--- src/include/gtc_pkg.sv ---
////////////////////////////////////////////////////////////////////////////////
// shared constants, register map and types of the gated timer counter
package gtc_pkg;

  // apb geometry
  localparam int APB_ADDR_W = 8;
  localparam int APB_DATA_W = 32;

  // register byte offsets, one aligned word each
  localparam logic [7:0] OFF_TIMER_CTRL = 8'h00;
  localparam logic [7:0] OFF_GATE_CTRL = 8'h04;
  localparam logic [7:0] OFF_COUNT_LOW = 8'h08;
  localparam logic [7:0] OFF_COUNT_HIGH = 8'h0c;
  localparam logic [7:0] OFF_OSC_STATUS = 8'h10;
  localparam logic [7:0] OFF_INT_STATUS = 8'h14;
  localparam logic [7:0] OFF_INT_MASK = 8'h18;

  // counter and prescaler widths
  localparam int COUNT_W = 16;
  localparam int PRESCALE_W = 3;
  localparam logic [15:0] COUNT_MAX = 16'hffff;

  // reset values
  localparam logic [7:0] TIMER_CTRL_RESET = 8'h00;
  localparam logic [7:0] GATE_CTRL_RESET = 8'h00;
  localparam logic [15:0] COUNT_RESET = 16'h0000;
  localparam logic [1:0] INT_MASK_RESET = 2'h0;

  // interrupt status and mask layout
  localparam int INT_W = 2;
  localparam int INT_OVERFLOW_BIT = 0;
  localparam int INT_OSC_READY_BIT = 1;

  // oscillator status layout
  localparam int OSC_READY_BIT = 0;

  // secondary oscillator cycles counted before ready
  localparam int OSC_READY_CYCLES = 1024;

  // core clocks per instruction cycle
  localparam int INSTR_PHASES = 4;

  // positions in the synchronised pin vector
  localparam int PIN_EXT_CLK = 0;
  localparam int PIN_GATE = 1;
  localparam int PIN_SEC_OSC = 2;
  localparam int PIN_COMP_ONE = 3;
  localparam int PIN_COMP_TWO = 4;
  localparam int PIN_W = 5;

  // count clock sources
  typedef enum logic [1:0] {SRC_INSTR, SRC_CORE, SRC_EXTERNAL, SRC_SPARE} gtc_clk_src_e;

  // gate sources
  typedef enum logic [1:0] {
    GATE_PIN, GATE_BYTE_TIMER, GATE_COMP_ONE, GATE_COMP_TWO
  } gtc_gate_src_e;

  // timer control register layout
  typedef struct packed {
    gtc_clk_src_e clockSource;
    logic [1:0] prescaleSelect;
    logic secOscEnable;
    logic syncDisableBit;
    logic spare;
    logic timerOn;
  } gtc_timer_ctrl_s;

  // gate control register layout, gateLevel is read only
  typedef struct packed {
    logic gateEnable;
    logic gatePolarity;
    logic [2:0] spare;
    logic gateLevel;
    gtc_gate_src_e gateSourceSelect;
  } gtc_gate_ctrl_s;

endpackage

--- src/rtl/gtc_osc_ready.sv ---
////////////////////////////////////////////////////////////////////////////////
// secondary oscillator start-up watch: ready after a fixed number of cycles
module gtc_osc_ready
  import gtc_pkg::*;
#(
  parameter int READY_CYCLES = OSC_READY_CYCLES
) (
  input wire logic core_clk,
  input wire logic rst_n,
  input wire logic oscEnable,
  input wire logic oscEdge,
  output logic ready
);

  localparam int CNT_W = $clog2(READY_CYCLES + 1);
  localparam logic [CNT_W-1:0] LAST_CYCLE = CNT_W'(READY_CYCLES - 1);

  logic [CNT_W-1:0] cycleCnt_reg; // oscillator cycles seen since enable
  logic [CNT_W-1:0] cycleCnt_next;
  logic enPrev_reg; // enable of the previous cycle
  logic ready_reg; // oscillator judged stable
  logic ready_next;

  ////////////////////////////////////////////////////////////////////////////////
  // next state of the start-up counter
  always_comb begin
    cycleCnt_next = cycleCnt_reg;
    ready_next = ready_reg;
    // RULE5 enable clears ready
    if (!oscEnable || !enPrev_reg) begin
      cycleCnt_next = '0;
      ready_next = 1'b0;
    end else if (!ready_reg && oscEdge) begin
      // RULE5 count oscillator cycles
      cycleCnt_next = CNT_W'(cycleCnt_reg + 1'b1);
      ready_next = (cycleCnt_reg == LAST_CYCLE);
    end
  end

  // registers only
  always_ff @(posedge core_clk or negedge rst_n) begin
    if (!rst_n) begin
      cycleCnt_reg <= '0;
      enPrev_reg <= 1'b0;
      ready_reg <= 1'b0;
    end else begin
      cycleCnt_reg <= cycleCnt_next;
      enPrev_reg <= oscEnable;
      ready_reg <= ready_next;
    end
  end

  assign ready = ready_reg;
endmodule

--- src/rtl/gtc_timer.sv ---
////////////////////////////////////////////////////////////////////////////////
// Operation
// RULE1 - prescaler divides by 1, 2, 4 or 8
// RULE2 - count byte write clears hidden prescaler
// RULE3 - 16-bit count read as two bytes
// RULE4 - oscillator enable starts crystal, survives sleep
// RULE5 - enable clears ready, 1024 cycles set it
// RULE6 - sync disable: external clock counted unsynchronised
// RULE7 - async external counting runs in sleep, wakes
// RULE8 - mode switch may lose or add increment
// RULE9 - byte reads valid under external clock
// RULE10 - software stops counter before writing count
// RULE11 - no gating means free counting
// RULE12 - gated: count only when gate equals polarity
// RULE13 - two-bit field picks one of four gates
// RULE14 - one polarity bit serves every gate source
// RULE15 - all-ones wraps to zero, sets overflow flag
//
// Added by the designer: register access over APB and the register offsets.
module gtc_timer
  import gtc_pkg::*;
#(
  parameter int READY_CYCLES = OSC_READY_CYCLES
) (
  input wire logic core_clk,
  input wire logic rst_n,
  input wire logic psel,
  input wire logic penable,
  input wire logic pwrite,
  input wire logic [APB_ADDR_W-1:0] paddr,
  input wire logic [APB_DATA_W-1:0] pwdata,
  output logic [APB_DATA_W-1:0] prdata,
  output logic pready,
  output logic pslverr,
  input wire logic counterClockPin,
  input wire logic gatePin,
  input wire logic secOscInPin,
  input wire logic byteTimerOverflow,
  input wire logic comparatorOneOut,
  input wire logic comparatorTwoOut,
  input wire logic sleepMode,
  output logic secOscOutPin,
  output logic irq
);

  ////////////////////////////////////////////////////////////////////////////////
  // functions

  // terminal prescaler value for a divide select
  function automatic logic [PRESCALE_W-1:0] prescaleLimit(input logic [1:0] sel);
    prescaleLimit = PRESCALE_W'((1 << sel) - 1);
  endfunction

  // true for an offset that holds a register
  function automatic logic isMapped(input logic [APB_ADDR_W-1:0] addr);
    isMapped = (addr == OFF_TIMER_CTRL) || (addr == OFF_GATE_CTRL) ||
               (addr == OFF_COUNT_LOW) || (addr == OFF_COUNT_HIGH) ||
               (addr == OFF_OSC_STATUS) || (addr == OFF_INT_STATUS) ||
               (addr == OFF_INT_MASK);
  endfunction

  ////////////////////////////////////////////////////////////////////////////////
  // declarations
  logic [PIN_W-1:0] syncA_reg; // first synchroniser stage
  logic [PIN_W-1:0] syncB_reg; // second synchroniser stage
  logic [PIN_W-1:0] syncC_reg; // history for edge detection
  logic [PIN_W-1:0] pinVec; // raw pins gathered
  logic extRise; // rising edge of the external clock pin
  logic oscRise; // rising edge of the crystal
  logic extDly_reg; // synchronous-mode tick delayed one stage
  logic extDly_next;
  logic [1:0] phase_reg; // instruction phase counter
  logic [1:0] phase_next;
  logic instrTick; // one core clock per instruction cycle
  gtc_timer_ctrl_s ctrl_reg; // timer control register
  gtc_timer_ctrl_s ctrl_next;
  gtc_gate_ctrl_s gate_reg; // gate control register
  gtc_gate_ctrl_s gate_next;
  logic [COUNT_W-1:0] count_reg; // the count
  logic [COUNT_W-1:0] count_next;
  logic [PRESCALE_W-1:0] prescale_reg; // hidden prescale counter
  logic [PRESCALE_W-1:0] prescale_next;
  logic [INT_W-1:0] intStatus_reg; // sticky event flags
  logic [INT_W-1:0] intStatus_next;
  logic [INT_W-1:0] intMask_reg; // event enables
  logic [INT_W-1:0] intMask_next;
  logic [INT_W-1:0] intSet; // events of this cycle
  logic extTickRaw; // external source edge before mode path
  logic srcTick; // selected source tick
  logic gateLevel; // selected gate before polarity
  logic gateOk; // gate lets counting proceed
  logic countTick; // gated tick into the prescaler
  logic countIncr; // prescaled increment of the count
  logic countWrite; // software writes a count byte
  logic wrLow; // write of the low byte
  logic wrHigh; // write of the high byte
  logic oscReady; // crystal stable
  logic oscReadyPrev_reg; // ready of the previous cycle
  logic apbSetup; // access phase before the answer
  logic apbDone; // access completes this edge
  logic apbWrite; // write takes effect this edge
  logic [7:0] readByte; // selected read data
  logic [APB_DATA_W-1:0] prdata_reg;
  logic [APB_DATA_W-1:0] prdata_next;
  logic pready_reg;
  logic pready_next;
  logic pslverr_reg;
  logic pslverr_next;
  logic irq_reg;
  logic irq_next;
  logic secOscOut_reg; // amplifier output towards the crystal
  logic secOscOut_next;

  ////////////////////////////////////////////////////////////////////////////////
  // pin synchronisers, two stages before any logic

  // gather pins
  always_comb begin
    pinVec = '0;
    pinVec[PIN_EXT_CLK] = counterClockPin;
    pinVec[PIN_GATE] = gatePin;
    pinVec[PIN_SEC_OSC] = secOscInPin;
    pinVec[PIN_COMP_ONE] = comparatorOneOut;
    pinVec[PIN_COMP_TWO] = comparatorTwoOut;
  end

  // synchroniser and edge history stages
  always_ff @(posedge core_clk or negedge rst_n) begin
    if (!rst_n) begin
      syncA_reg <= '0;
      syncB_reg <= '0;
      syncC_reg <= '0;
    end else begin
      syncA_reg <= pinVec;
      syncB_reg <= syncA_reg;
      syncC_reg <= syncB_reg;
    end
  end

  assign extRise = syncB_reg[PIN_EXT_CLK] && !syncC_reg[PIN_EXT_CLK];
  assign oscRise = syncB_reg[PIN_SEC_OSC] && !syncC_reg[PIN_SEC_OSC];

  ////////////////////////////////////////////////////////////////////////////////
  // count source selection

  // source tick and gate
  always_comb begin
    // RULE4 crystal replaces the pin when enabled
    extTickRaw = ctrl_reg.secOscEnable ? oscRise : extRise;
    // synchronous mode counts through one more stage
    extDly_next = extTickRaw && !ctrl_reg.syncDisableBit && !sleepMode;
    phase_next = phase_reg + 2'h1;
    unique case (ctrl_reg.clockSource)
      SRC_INSTR: srcTick = instrTick && !sleepMode;
      SRC_CORE: srcTick = !sleepMode;
      // RULE6 unsynchronised path when sync disabled
      // RULE7 async external keeps counting in sleep
      // RULE8 path change may drop the staged tick, never repeat it
      SRC_EXTERNAL: srcTick = ctrl_reg.syncDisableBit ? extTickRaw : extDly_reg;
      SRC_SPARE: srcTick = 1'b0;
    endcase
    // RULE13 gate source mux
    unique case (gate_reg.gateSourceSelect)
      GATE_PIN: gateLevel = syncB_reg[PIN_GATE];
      GATE_BYTE_TIMER: gateLevel = byteTimerOverflow;
      GATE_COMP_ONE: gateLevel = syncB_reg[PIN_COMP_ONE];
      GATE_COMP_TWO: gateLevel = syncB_reg[PIN_COMP_TWO];
    endcase
    // RULE11 free running without gating
    // RULE12 gate enables or holds
    // RULE14 one polarity for all sources
    gateOk = !gate_reg.gateEnable || (gateLevel == gate_reg.gatePolarity);
    countTick = ctrl_reg.timerOn && gateOk && srcTick;
  end

  assign instrTick = (phase_reg == 2'(INSTR_PHASES - 1));

  // source registers
  always_ff @(posedge core_clk or negedge rst_n) begin
    if (!rst_n) begin
      extDly_reg <= 1'b0;
      phase_reg <= 2'h0;
    end else begin
      extDly_reg <= extDly_next;
      phase_reg <= phase_next;
    end
  end

  ////////////////////////////////////////////////////////////////////////////////
  // prescaler, count and events

  // next values of the counting path
  always_comb begin
    prescale_next = prescale_reg;
    countIncr = 1'b0;
    count_next = count_reg;
    intSet = '0;
    // RULE1 divide by the selected ratio
    if (countTick) begin
      if (prescale_reg >= prescaleLimit(ctrl_reg.prescaleSelect)) begin
        prescale_next = '0;
        countIncr = 1'b1;
      end else begin
        prescale_next = PRESCALE_W'(prescale_reg + 1'b1);
      end
    end
    // RULE2 count byte write clears prescaler
    if (countWrite) begin
      prescale_next = '0;
    end
    // RULE10 a write simply wins over a coinciding increment
    if (wrLow) begin
      count_next = {count_reg[15:8], pwdata[7:0]};
    end else if (wrHigh) begin
      count_next = {pwdata[7:0], count_reg[7:0]};
    end else if (countIncr) begin
      // RULE15 wrap and flag overflow
      count_next = count_reg + 16'h0001;
      intSet[INT_OVERFLOW_BIT] = (count_reg == COUNT_MAX);
    end
    intSet[INT_OSC_READY_BIT] = oscReady && !oscReadyPrev_reg;
  end

  // counting registers
  always_ff @(posedge core_clk or negedge rst_n) begin
    if (!rst_n) begin
      prescale_reg <= '0;
      count_reg <= COUNT_RESET;
      oscReadyPrev_reg <= 1'b0;
    end else begin
      prescale_reg <= prescale_next;
      count_reg <= count_next;
      oscReadyPrev_reg <= oscReady;
    end
  end

  ////////////////////////////////////////////////////////////////////////////////
  // secondary oscillator

  // RULE5 start-up watch
  gtc_osc_ready #(
    .READY_CYCLES(READY_CYCLES)
  ) u_osc_ready (
    .core_clk(core_clk),
    .rst_n(rst_n),
    .oscEnable(ctrl_reg.secOscEnable),
    .oscEdge(oscRise),
    .ready(oscReady)
  );

  // RULE4 amplifier runs while enabled, sleep or not
  always_comb begin
    secOscOut_next = ctrl_reg.secOscEnable && !syncB_reg[PIN_SEC_OSC];
  end

  ////////////////////////////////////////////////////////////////////////////////
  // apb slave, one wait state

  // bus decode and register next values
  always_comb begin
    apbSetup = psel && penable && !pready_reg;
    apbDone = psel && penable && pready_reg;
    apbWrite = apbDone && pwrite;
    wrLow = apbWrite && (paddr == OFF_COUNT_LOW);
    wrHigh = apbWrite && (paddr == OFF_COUNT_HIGH);
    countWrite = wrLow || wrHigh;
    ctrl_next = ctrl_reg;
    gate_next = gate_reg;
    intMask_next = intMask_reg;
    if (apbWrite && (paddr == OFF_TIMER_CTRL)) begin
      ctrl_next = gtc_timer_ctrl_s'(pwdata[7:0]);
      ctrl_next.spare = 1'b0;
    end
    if (apbWrite && (paddr == OFF_GATE_CTRL)) begin
      gate_next = gtc_gate_ctrl_s'(pwdata[7:0]);
      gate_next.spare = 3'h0;
      gate_next.gateLevel = 1'b0;
    end
    if (apbWrite && (paddr == OFF_INT_MASK)) begin
      intMask_next = pwdata[INT_W-1:0];
    end
    // write one to clear, a new event wins
    intStatus_next = intStatus_reg;
    if (apbWrite && (paddr == OFF_INT_STATUS)) begin
      intStatus_next = intStatus_reg & ~pwdata[INT_W-1:0];
    end
    intStatus_next = intStatus_next | intSet;
    // RULE3 count read byte by byte
    // RULE9 count sampled in the core domain, always whole
    readByte = 8'h00;
    if (paddr == OFF_TIMER_CTRL) begin
      readByte = ctrl_reg;
    end else if (paddr == OFF_GATE_CTRL) begin
      readByte = {gate_reg.gateEnable, gate_reg.gatePolarity, 3'h0, gateLevel,
                  gate_reg.gateSourceSelect};
    end else if (paddr == OFF_COUNT_LOW) begin
      readByte = count_reg[7:0];
    end else if (paddr == OFF_COUNT_HIGH) begin
      readByte = count_reg[15:8];
    end else if (paddr == OFF_OSC_STATUS) begin
      readByte[OSC_READY_BIT] = oscReady;
    end else if (paddr == OFF_INT_STATUS) begin
      readByte[INT_W-1:0] = intStatus_reg;
    end else if (paddr == OFF_INT_MASK) begin
      readByte[INT_W-1:0] = intMask_reg;
    end
    pready_next = apbSetup;
    pslverr_next = apbSetup && !isMapped(paddr);
    prdata_next = (apbSetup && !pwrite) ? {24'h00_0000, readByte} : '0;
    // RULE7 overflow interrupt can wake the core
    irq_next = |(intStatus_next & intMask_next);
  end

  // register file and bus outputs
  always_ff @(posedge core_clk or negedge rst_n) begin
    if (!rst_n) begin
      ctrl_reg <= gtc_timer_ctrl_s'(TIMER_CTRL_RESET);
      gate_reg <= gtc_gate_ctrl_s'(GATE_CTRL_RESET);
      intStatus_reg <= '0;
      intMask_reg <= INT_MASK_RESET;
      prdata_reg <= '0;
      pready_reg <= 1'b0;
      pslverr_reg <= 1'b0;
      irq_reg <= 1'b0;
      secOscOut_reg <= 1'b0;
    end else begin
      ctrl_reg <= ctrl_next;
      gate_reg <= gate_next;
      intStatus_reg <= intStatus_next;
      intMask_reg <= intMask_next;
      prdata_reg <= prdata_next;
      pready_reg <= pready_next;
      pslverr_reg <= pslverr_next;
      irq_reg <= irq_next;
      secOscOut_reg <= secOscOut_next;
    end
  end

  assign prdata = prdata_reg;
  assign pready = pready_reg;
  assign pslverr = pslverr_reg;
  assign irq = irq_reg;
  assign secOscOutPin = secOscOut_reg;
endmodule

--- config.mk ---
export PLATFORM = sky130hd
export DESIGN_NAME = gtc_timer
export DESIGN_NICKNAME = d
export VERILOG_FILES = /design/src/include/gtc_pkg.sv /design/src/rtl/gtc_osc_ready.sv /design/src/rtl/gtc_timer.sv
export SDC_FILE = /design/constraint.sdc
export NUM_CORES = 1
export LEC_CHECK = 0
export ABC_CLOCK_PERIOD_IN_PS = 3650
export BUFFER_PORTS_ARGS = -buffer_cell sky130_fd_sc_hd__buf_4
export CORE_ASPECT_RATIO = 1.2
export CORE_MARGIN = 4
export CORE_UTILIZATION = 55
export CTS_CLUSTER_SIZE = 14
export DETAILED_ROUTE_END_ITERATION = 8
export PLACE_DENSITY_LB_ADDON = 0.08
export SLEW_MARGIN = 10
export SYNTH_ARGS = -nofsm -noshare
export SYNTH_HDL_FRONTEND = slang
export SYNTH_SLANG_ARGS = --single-unit
--- constraint.sdc ---
create_clock -name core_clk -period 3.65 [get_ports core_clk]
set_input_delay 0.365 -clock core_clk [delete_from_list [all_inputs] [get_ports core_clk]]
set_output_delay 0.365 -clock core_clk [all_outputs]
set_load 0.005 [all_outputs]
==> metrics.json, run 1 <==
{
  "cts.path.max_buffers": 2,
  "post-synth-top-count-cell": "dfrtp_1",
  "synth_area_per_cell_um2": 10.2,
  "achievable-frequency_ghz": 0.355,
  "final_min_period_over_clock_period_pct": 77.1,
  "type_of_the_worst_min_delay_path": "input port to register",
  "power.net_switching_uw": 363,
  "start_util_pct": 58.0,
  "netlist_area_um2": 3810,
  "reg2reg_depth": 9,
  "post_cts_resized": 0,
  "worstHoldEndpoint": "syncA_reg[3]",
  "max_cap_viol_count": 0,
  "critPathMaxFanout": 12,
  "p_leak_nw": 1.96,
  "die_height_um": 99.2,
  "post_synth_cell_types": 50,
  "worst_r2r_startpoint": "ctrl_reg[4]",
  "synth_seq_area_share_pct": 49.3,
  "detail_route.iter0.violations": 201,
  "vdd_ir_drop_max_mv": 0.370,
  "worst_r2r_endpoint": "count_reg[12]",
  "grt.total_usage_pct": 20.9,
  "cts_root_buffer": "clkbuf_8",
  "criticalPathCategory": "register to register",
  "setup.worst_path.start_class": "register",
  "comb_power_share_pct": 5.1,
  "pwr-share-clk_pct": 43.9,
  "finClkSkew_ps": 9.14,
  "critical_path.endpoint_type": "register",
  "core_region_area_um2": 6570,
  "timing_worst_slew_pin_value_ps": 929,
  "power.switching_fraction_pct": 21.8,
  "hold_path_startpoint": "comparatorOneOut",
  "timing.critical_path.cells": "or2_2 > ha_1 > nor2b_1 > o21ai_0 > inv_1 > nor3_4 > nand2_1 > o311ai_0 > o311ai_0",
  "grt_pass1_wl_um": 13700,
  "rsz_0062_raised_after_global_routing": "no",
  "antenna_cells": 0,
  "hold_viol_final": 0,
  "worstPathRequired_ps": 3840,
  "synth_flop_cell": "dfrtp_1",
  "run_status": "finished clean",
  "multi_input_comb_area_um2": 1750,
  "final_antenna_net_count": 0,
  "fin_util_pct": 65.7,
  "timing.final.ws_setup_ps": 836,
  "dp_worst_setup_slack_ps": 831,
  "grt_start_max_net_pins": 76,
  "clk_transition_reported_paths_ps": 80,
  "postSynthRegisterBits": 75,
  "overflow": 0,
  "critPathArrivalTime_ps": 3010,
  "setup.reg_to_reg.worst_slack_ps": 840,
  "critical-path-top-cell-by-count": "o311ai_0",
  "drv_slew": 0,
  "boundaryPins": 88,
  "final.setup.tns_ps": 0,
  "number_of_antenna_violations_at_the_first_check_in_global_routing": 0,
  "globalplace.congestion": 0.929,
  "syn_to_final_growth_pct": 13.3,
  "synth_top_cell_area_share_pct": 49.3,
  "routed_wirelength_um": 8250,
  "clock_buffers_created_by_tritoncts": 9,
  "power_frac_seq_pct": 51.0,
  "drt_first_pass_iters": 4,
  "synth-edff-count": 0,
  "yosysWarningCount": 0,
  "ctsHtreeMaxLevel": 3,
  "hpwlAfterDp_um": 5970,
  "report.final.setup_viol": 0,
  "portBuffers": 39,
  "number_of_flip_flops_under_the_largest_register_name": 16,
  "cp_slowest_stage_delay_ps": 420,
  "detail_route.wl_per_cell_um": 16.4,
  "synthArstFlopShare_pct": 100,
  "final_period_minus_worst_setup_slack_ps": 2810,
  "p_int_mw": 1.30,
  "netlist_instances": 373,
  "die_area_um2": 8330,
  "postCtsHoldBufs": 0,
  "cts.sinks": 75,
  "worst_hold_path.num_cells": 1,
  "ys_top_cells_by_area": "dfrtp_1 (49%), buf_4 (4.9%), nand2_1 (3.4%), nor2_1 (3.3%), mux2_2 (3.0%)",
  "synthDominantAreaCellType": "dfrtp_1",
  "first_global_vias": 2872,
  "share_of_cells_above_drive_strength_1_pct": 19.6,
  "nFillCells": 568,
  "post-cts-setup-buffer-count": 0,
  "ys_top_cells_by_count": "dfrtp_1 (75), nand2_1 (34), nor2_1 (33)",
  "power-per-cell-area_nw_per_um2": 385,
  "std_cell_rows": 32,
  "die_width_um": 84.0,
  "seq_area_um2": 1880,
  "clock_latency_ps": 340,
  "dr_total_vias": 2850,
  "finish.net_count": 472,
  "crit_path_top_delay_cell": "nor3_4",
  "drc": 0,
  "viasPerCell": 5.67,
  "relSlewSlack_pct": 38.1,
  "tritoncts": "done"
}
## per-stage QoR
| stage | cells | power (mW) | hold slack [ps] | cell area, um^2 |
|---|---|---|---|---|
| 2_1_floorplan | 396 | 0.915 | 69.4 | 3890 |
| 3_5_place_dp | 487 | 0.949 | 337 | 4080 |
| 4_1_cts | 503 | 1.68 | 106 | 4320 |
| 5_1_grt | 503 | 1.73 | 101 | 4320 |
| 3_3_place_gp | 487 | 0.948 | 332 | 4080 |
| 6_report | 503 | 1.66 | 125 | 4320 |
## layout make-up
type,count,area share [%]
Sequential cell,75,43.5
Multi-Input combinational cell,276,40.6
Timing Repair Buffer,40,6.96
Clock buffer,11,3.51
Tap cell,85,2.46
Clock inverter,5,1.97
Inverter,11,0.957
## worst max path at each step
stage	startpoint	to	slack [ps]	cells past startpoint
after floorplan	ctrl_reg[4]	count_reg[9]	1430	9
after global placement	ctrl_reg[5]	count_reg[12]	890	9
after detailed placement	ctrl_reg[5]	count_reg[12]	830	9
after CTS	ctrl_reg[4]	count_reg[12]	820	9
after global routing	ctrl_reg[4]	count_reg[12]	640	9
final	ctrl_reg[4]	count_reg[12]	840	9
## layer usage
layer | wire length (um) | part of all wire [%] | GRT usage [%]
met5 | 0 | 0 | 0
met4 | 184 | 2.2 | 7.67
met3 | 472 | 5.7 | 5.14
met2 | 4180 | 51 | 35.0
met1 | 3420 | 41 | 26.4
## cell usage in the layout (no fill, tap or decap), types with 11 or more instances in the layout
cell type / count
inv_1: 11
xor2_1: 12
o21ai_0: 19
a21oi_1: 15
nand3_1: 17
conb_1: 24
nand2_1: 34
nor2_1: 33
clkbuf_8: 11
buf_4: 40
dfrtp_1: 75
## worst max-delay path: cells and delay by family (launching register included)
kind	cells	cell delay (ps)
AND/OR/NAND/NOR	4	950
AO/OA/AOI/OAI	3	830
flip-flops	1	410
adder cells (fa/ha/maj)	1	270
buffers and inverters	1	190
## power groups by stage
stage                     registers, mW  clock network [mW]  logic [mW]
final                             0.847               0.729      0.0851
after global routing              0.848               0.788      0.0953
after CTS                         0.847               0.751      0.0857
after detailed placement          0.864                   0      0.0853
after global placement            0.863                   0      0.0846
after floorplan                   0.862                   0      0.0530
## logic make-up (layout without fill, tap and decap cells)
logic type               count (synthesis)  after routing  share of synthesized area, %
AO/OA/AOI/OAI                           72             72                          12.5
XOR/XNOR                                15             15                          3.45
adder cells (fa/ha/maj)                  7              7                          2.30
buffers and inverters                   45             67                          6.93
flip-flops                              75             75                          49.3
multiplexers                            23             23                          7.36
other                                    1             24                        0.0985
AND/OR/NAND/NOR                        135            135                          18.1
(Power assumes the default switching activity.)
==> inputs of run 2 (changes only) <==
ABC_CLOCK_PERIOD_IN_PS = 2900   (was 3650)
CORE_UTILIZATION = 54   (was 55)
clock period = 2.9 ns   (was 3.65 ns; I/O delays follow)
==> run 2 against run 1 <==
Compared with the run above:
- design area up 0.26%
- clock skew rose by 1.1 ps
- maximum frequency grew 10%
- global-route usage is 0.22 points lower
- via count is 1.4% higher
- first-iteration DRC count up 52%
- flip-flop and latch count unchanged
- critical path type unchanged
- largest cell class unchanged
==> metrics.json, run 2 (synthesis results as in run 1) <==
{
  "run_status": "finished clean",
  "hpwlAfterDp": {"value": 5950, "unit": "um", "change": "-0.22%"},
  "finish.net_count": {"value": 478, "change": "+1.3%"},
  "vdd_ir_drop_max": {"value": 0.316, "unit": "mV", "change": "-15%"},
  "final_min_period_over_clock_period": {"value": 88.2, "unit": "%", "change": "+11 points"},
  "detail_route.wl_per_cell": {"value": 16.0, "unit": "um", "change": "-2.4%"},
  "nFillCells": {"value": 610, "change": "+7.4%"},
  "die_area": {"value": 8470, "unit": "um^2", "change": "+1.7%"},
  "most_common_cell_after_layout_fill_and_taps_aside": "dfrtp_1",
  "criticalPathCategory": "register to register",
  "power-per-cell-area": {"value": 457, "unit": "nW/um^2", "change": "+19%"},
  "final_antenna_net_count": {"value": 0, "change": "unchanged"},
  "dp.cells": {"value": 495, "change": "+1.6%"},
  "final_cell_count_no_fill": {"value": 511, "change": "+1.6%"},
  "clock_latency": {"value": 350, "unit": "ps", "change": "about the same"},
  "timing_worst_slew_pin_value": {"value": 921, "unit": "ps", "change": "-7.67 ps"},
  "die_width": {"value": 84.7, "unit": "um", "change": "+0.83%"},
  "grt.busiest_layer": "met2",
  "final.setup.tns": {"value": 0, "unit": "ps", "change": "unchanged"},
  "achievable-frequency": {"value": 0.391, "unit": "GHz", "change": "+10%"},
  "relSlewSlack": {"value": 38.6, "unit": "%", "change": "+0.51 points"},
  "grt_met2_use": {"value": 34.4, "unit": "%", "change": "-0.61 points"},
  "boundaryPins": {"value": 88, "change": "unchanged"},
  "critPathArrivalTime": {"value": 2760, "unit": "ps", "change": "-250 ps"},
  "overflow": {"value": 0, "change": "unchanged"},
  "number_of_flip_flops_under_the_largest_register_name": {"value": 16, "change": "unchanged"},
  "drc": {"value": 0, "change": "unchanged"},
  "first_global_vias": {"value": 2778, "change": "-3.3%"},
  "multi_input_comb_area": {"value": 1750, "unit": "um^2", "change": "unchanged"},
  "seq_area": {"value": 1880, "unit": "um^2", "change": "unchanged"},
  "ctsHtreeMaxLevel": {"value": 3, "change": "unchanged"},
  "cts.path.max_buffers": {"value": 2, "change": "unchanged"},
  "tritoncts": "done",
  "drt_first_pass_iters": {"value": 4, "change": "unchanged"},
  "portBuffers": {"value": 39, "change": "unchanged"},
  "antenna_cells": {"value": 0, "change": "unchanged"},
  "grt_start_max_net_pins": {"value": 76, "change": "unchanged"},
  "critical_path.endpoint_type": "register",
  "dr_total_vias": {"value": 2891, "change": "+1.4%"},
  "number_of_antenna_violations_at_the_first_check_in_global_routing": {"value": 0, "change": "unchanged"},
  "drv_slew": {"value": 0, "change": "unchanged"},
  "timing.final.ws_setup": {"value": 343, "unit": "ps", "change": "-492 ps"},
  "viasPerCell": {"value": 5.66, "change": "-0.15%"},
  "rsz_0062_raised_after_global_routing": "no",
  "global_route.usage.met1": {"value": 27.2, "unit": "%", "change": "+0.84 points"},
  "globalplace.congestion": {"value": 0.874, "change": "-5.9%"},
  "clock_buffers_created_by_tritoncts": {"value": 9, "change": "unchanged"},
  "grtUsageMet3": {"value": 3.86, "unit": "%", "change": "-1.3 points"},
  "most-common-layout-cells": "dfrtp_1 (75), buf_4 (46), nand2_1 (34)",
  "share_of_cells_above_drive_strength_1": {"value": 20.8, "unit": "%", "change": "+1.1 points"},
  "detail_route.iter0.violations": {"value": 305, "change": "+52%"},
  "std_cell_rows": {"value": 33, "change": "+3.1%"},
  "cts_root_buffer": "clkbuf_8",
  "max_cap_viol_count": {"value": 0, "change": "unchanged"},
  "report.final.setup_viol": {"value": 0, "change": "unchanged"},
  "critPathMaxFanout": {"value": 8, "change": "-4"},
  "routed_wirelength": {"value": 8180, "unit": "um", "change": "-0.90%"},
  "final_period_minus_worst_setup_slack": {"value": 2560, "unit": "ps", "change": "-258 ps"},
  "hold_viol_final": {"value": 0, "change": "unchanged"},
  "setup.worst_path.start_class": "register",
  "worstPathRequired": {"value": 3110, "unit": "ps", "change": "-730 ps"},
  "type_of_the_worst_min_delay_path": "input port to register",
  "syn_to_final_growth_pct": 13.6,
  "start_util": {"value": 55.6, "unit": "%", "change": "-2.4 points"},
  "core_region_area": {"value": 6850, "unit": "um^2", "change": "+4.4%"},
  "cts.sinks": {"value": 75, "change": "unchanged"},
  "grt_pass1_wl": {"value": 13800, "unit": "um", "change": "+0.30%"},
  "die_height": {"value": 100, "unit": "um", "change": "+0.85%"},
  "grt.total_usage": {"value": 20.7, "unit": "%", "change": "-0.22 points"},
  "dp_worst_setup_slack": {"value": 205, "unit": "ps", "change": "-625 ps"},
  "postCtsHoldBufs": {"value": 0, "change": "unchanged"},
  "p_leak": {"value": 1.97, "unit": "nW", "change": "+0.59%"},
  "clk_transition_reported_paths": {"value": 80, "unit": "ps", "change": "about the same"},
  "finClkSkew": {"value": 10.3, "unit": "ps", "change": "+1.14 ps"}
}
run 2: changes by cell type in the layout (fill, tap and decap cells not counted), sizes merged:
cell and delta:
clkbuf -2, inv +2, bufinv -1, buf +6, clkinvlp +1
run 2: critical path, cell delays in order (launching register included):
cell	delay [ps]
dfrtp_1	430
or2_2	300
ha_1	280
nor2b_1	40
o21ai_1	220
inv_1	160
nor3_4	300
nand2_1	190
o311ai_0	320
o311ai_0	170
run 2: repair_timing:
item | in CTS | in global routing
buffers inserted | 0 | 0
resized for setup | 0 | 1
endpoints found under the setup margin | 0 | 2
run 2: path summary, 6_finish.rpt:
kind	from	to	slack (ps)	cells after the start
hold reg to reg	syncA_reg[2]	syncB_reg[2]	350	0
min in group asynchronous	rst_n	ctrl_reg[5]	70	1
max in group asynchronous	rst_n	gate_reg[0]	2230	1
setup reg to reg	ctrl_reg[5]	count_reg[12]	340	9
setup / recovery	ctrl_reg[5]	count_reg[12]	340	9
hold / removal	counterClockPin	syncA_reg[0]	40	1
run 2: area by class of cell:
class	count	share of cell area, %
Timing Repair Buffer	46	7.98
Multi-Input combinational cell	276	40.5
Sequential cell	75	43.4
Clock inverter	7	1.76
Clock buffer	9	2.86
Inverter	11	0.954
Tap cell	87	2.52
run 2: report_power, final:
part	total [mW]	switching (mW)	internal, mW
Sequential	1.07	0.00780	1.06
Clock	0.805	0.402	0.403
Combinational	0.109	0.0666	0.0422
run 2: routing by layer:
| layer | vias to the layer above | wire [um] |
|---|---|---|
| met5 | - | 0 |
| met1 | 1401 | 3360 |
| met2 | 99 | 4130 |
| met4 | 0 | 128 |
| met3 | 11 | 559 |
| li1 | 1380 | - |
run 2: metrics by stage:
stage	util [%]	area, um^2	power (mW)	hold WS [ps]
global route	63.1	4330	2.06	20.8
floorplan	-	3890	1.15	-5.59
global placement	60.2	4130	1.19	332
detailed placement	60.2	4130	1.20	336
CTS	63.1	4330	2.00	23.0
finish	63.1	4330	1.98	38.9
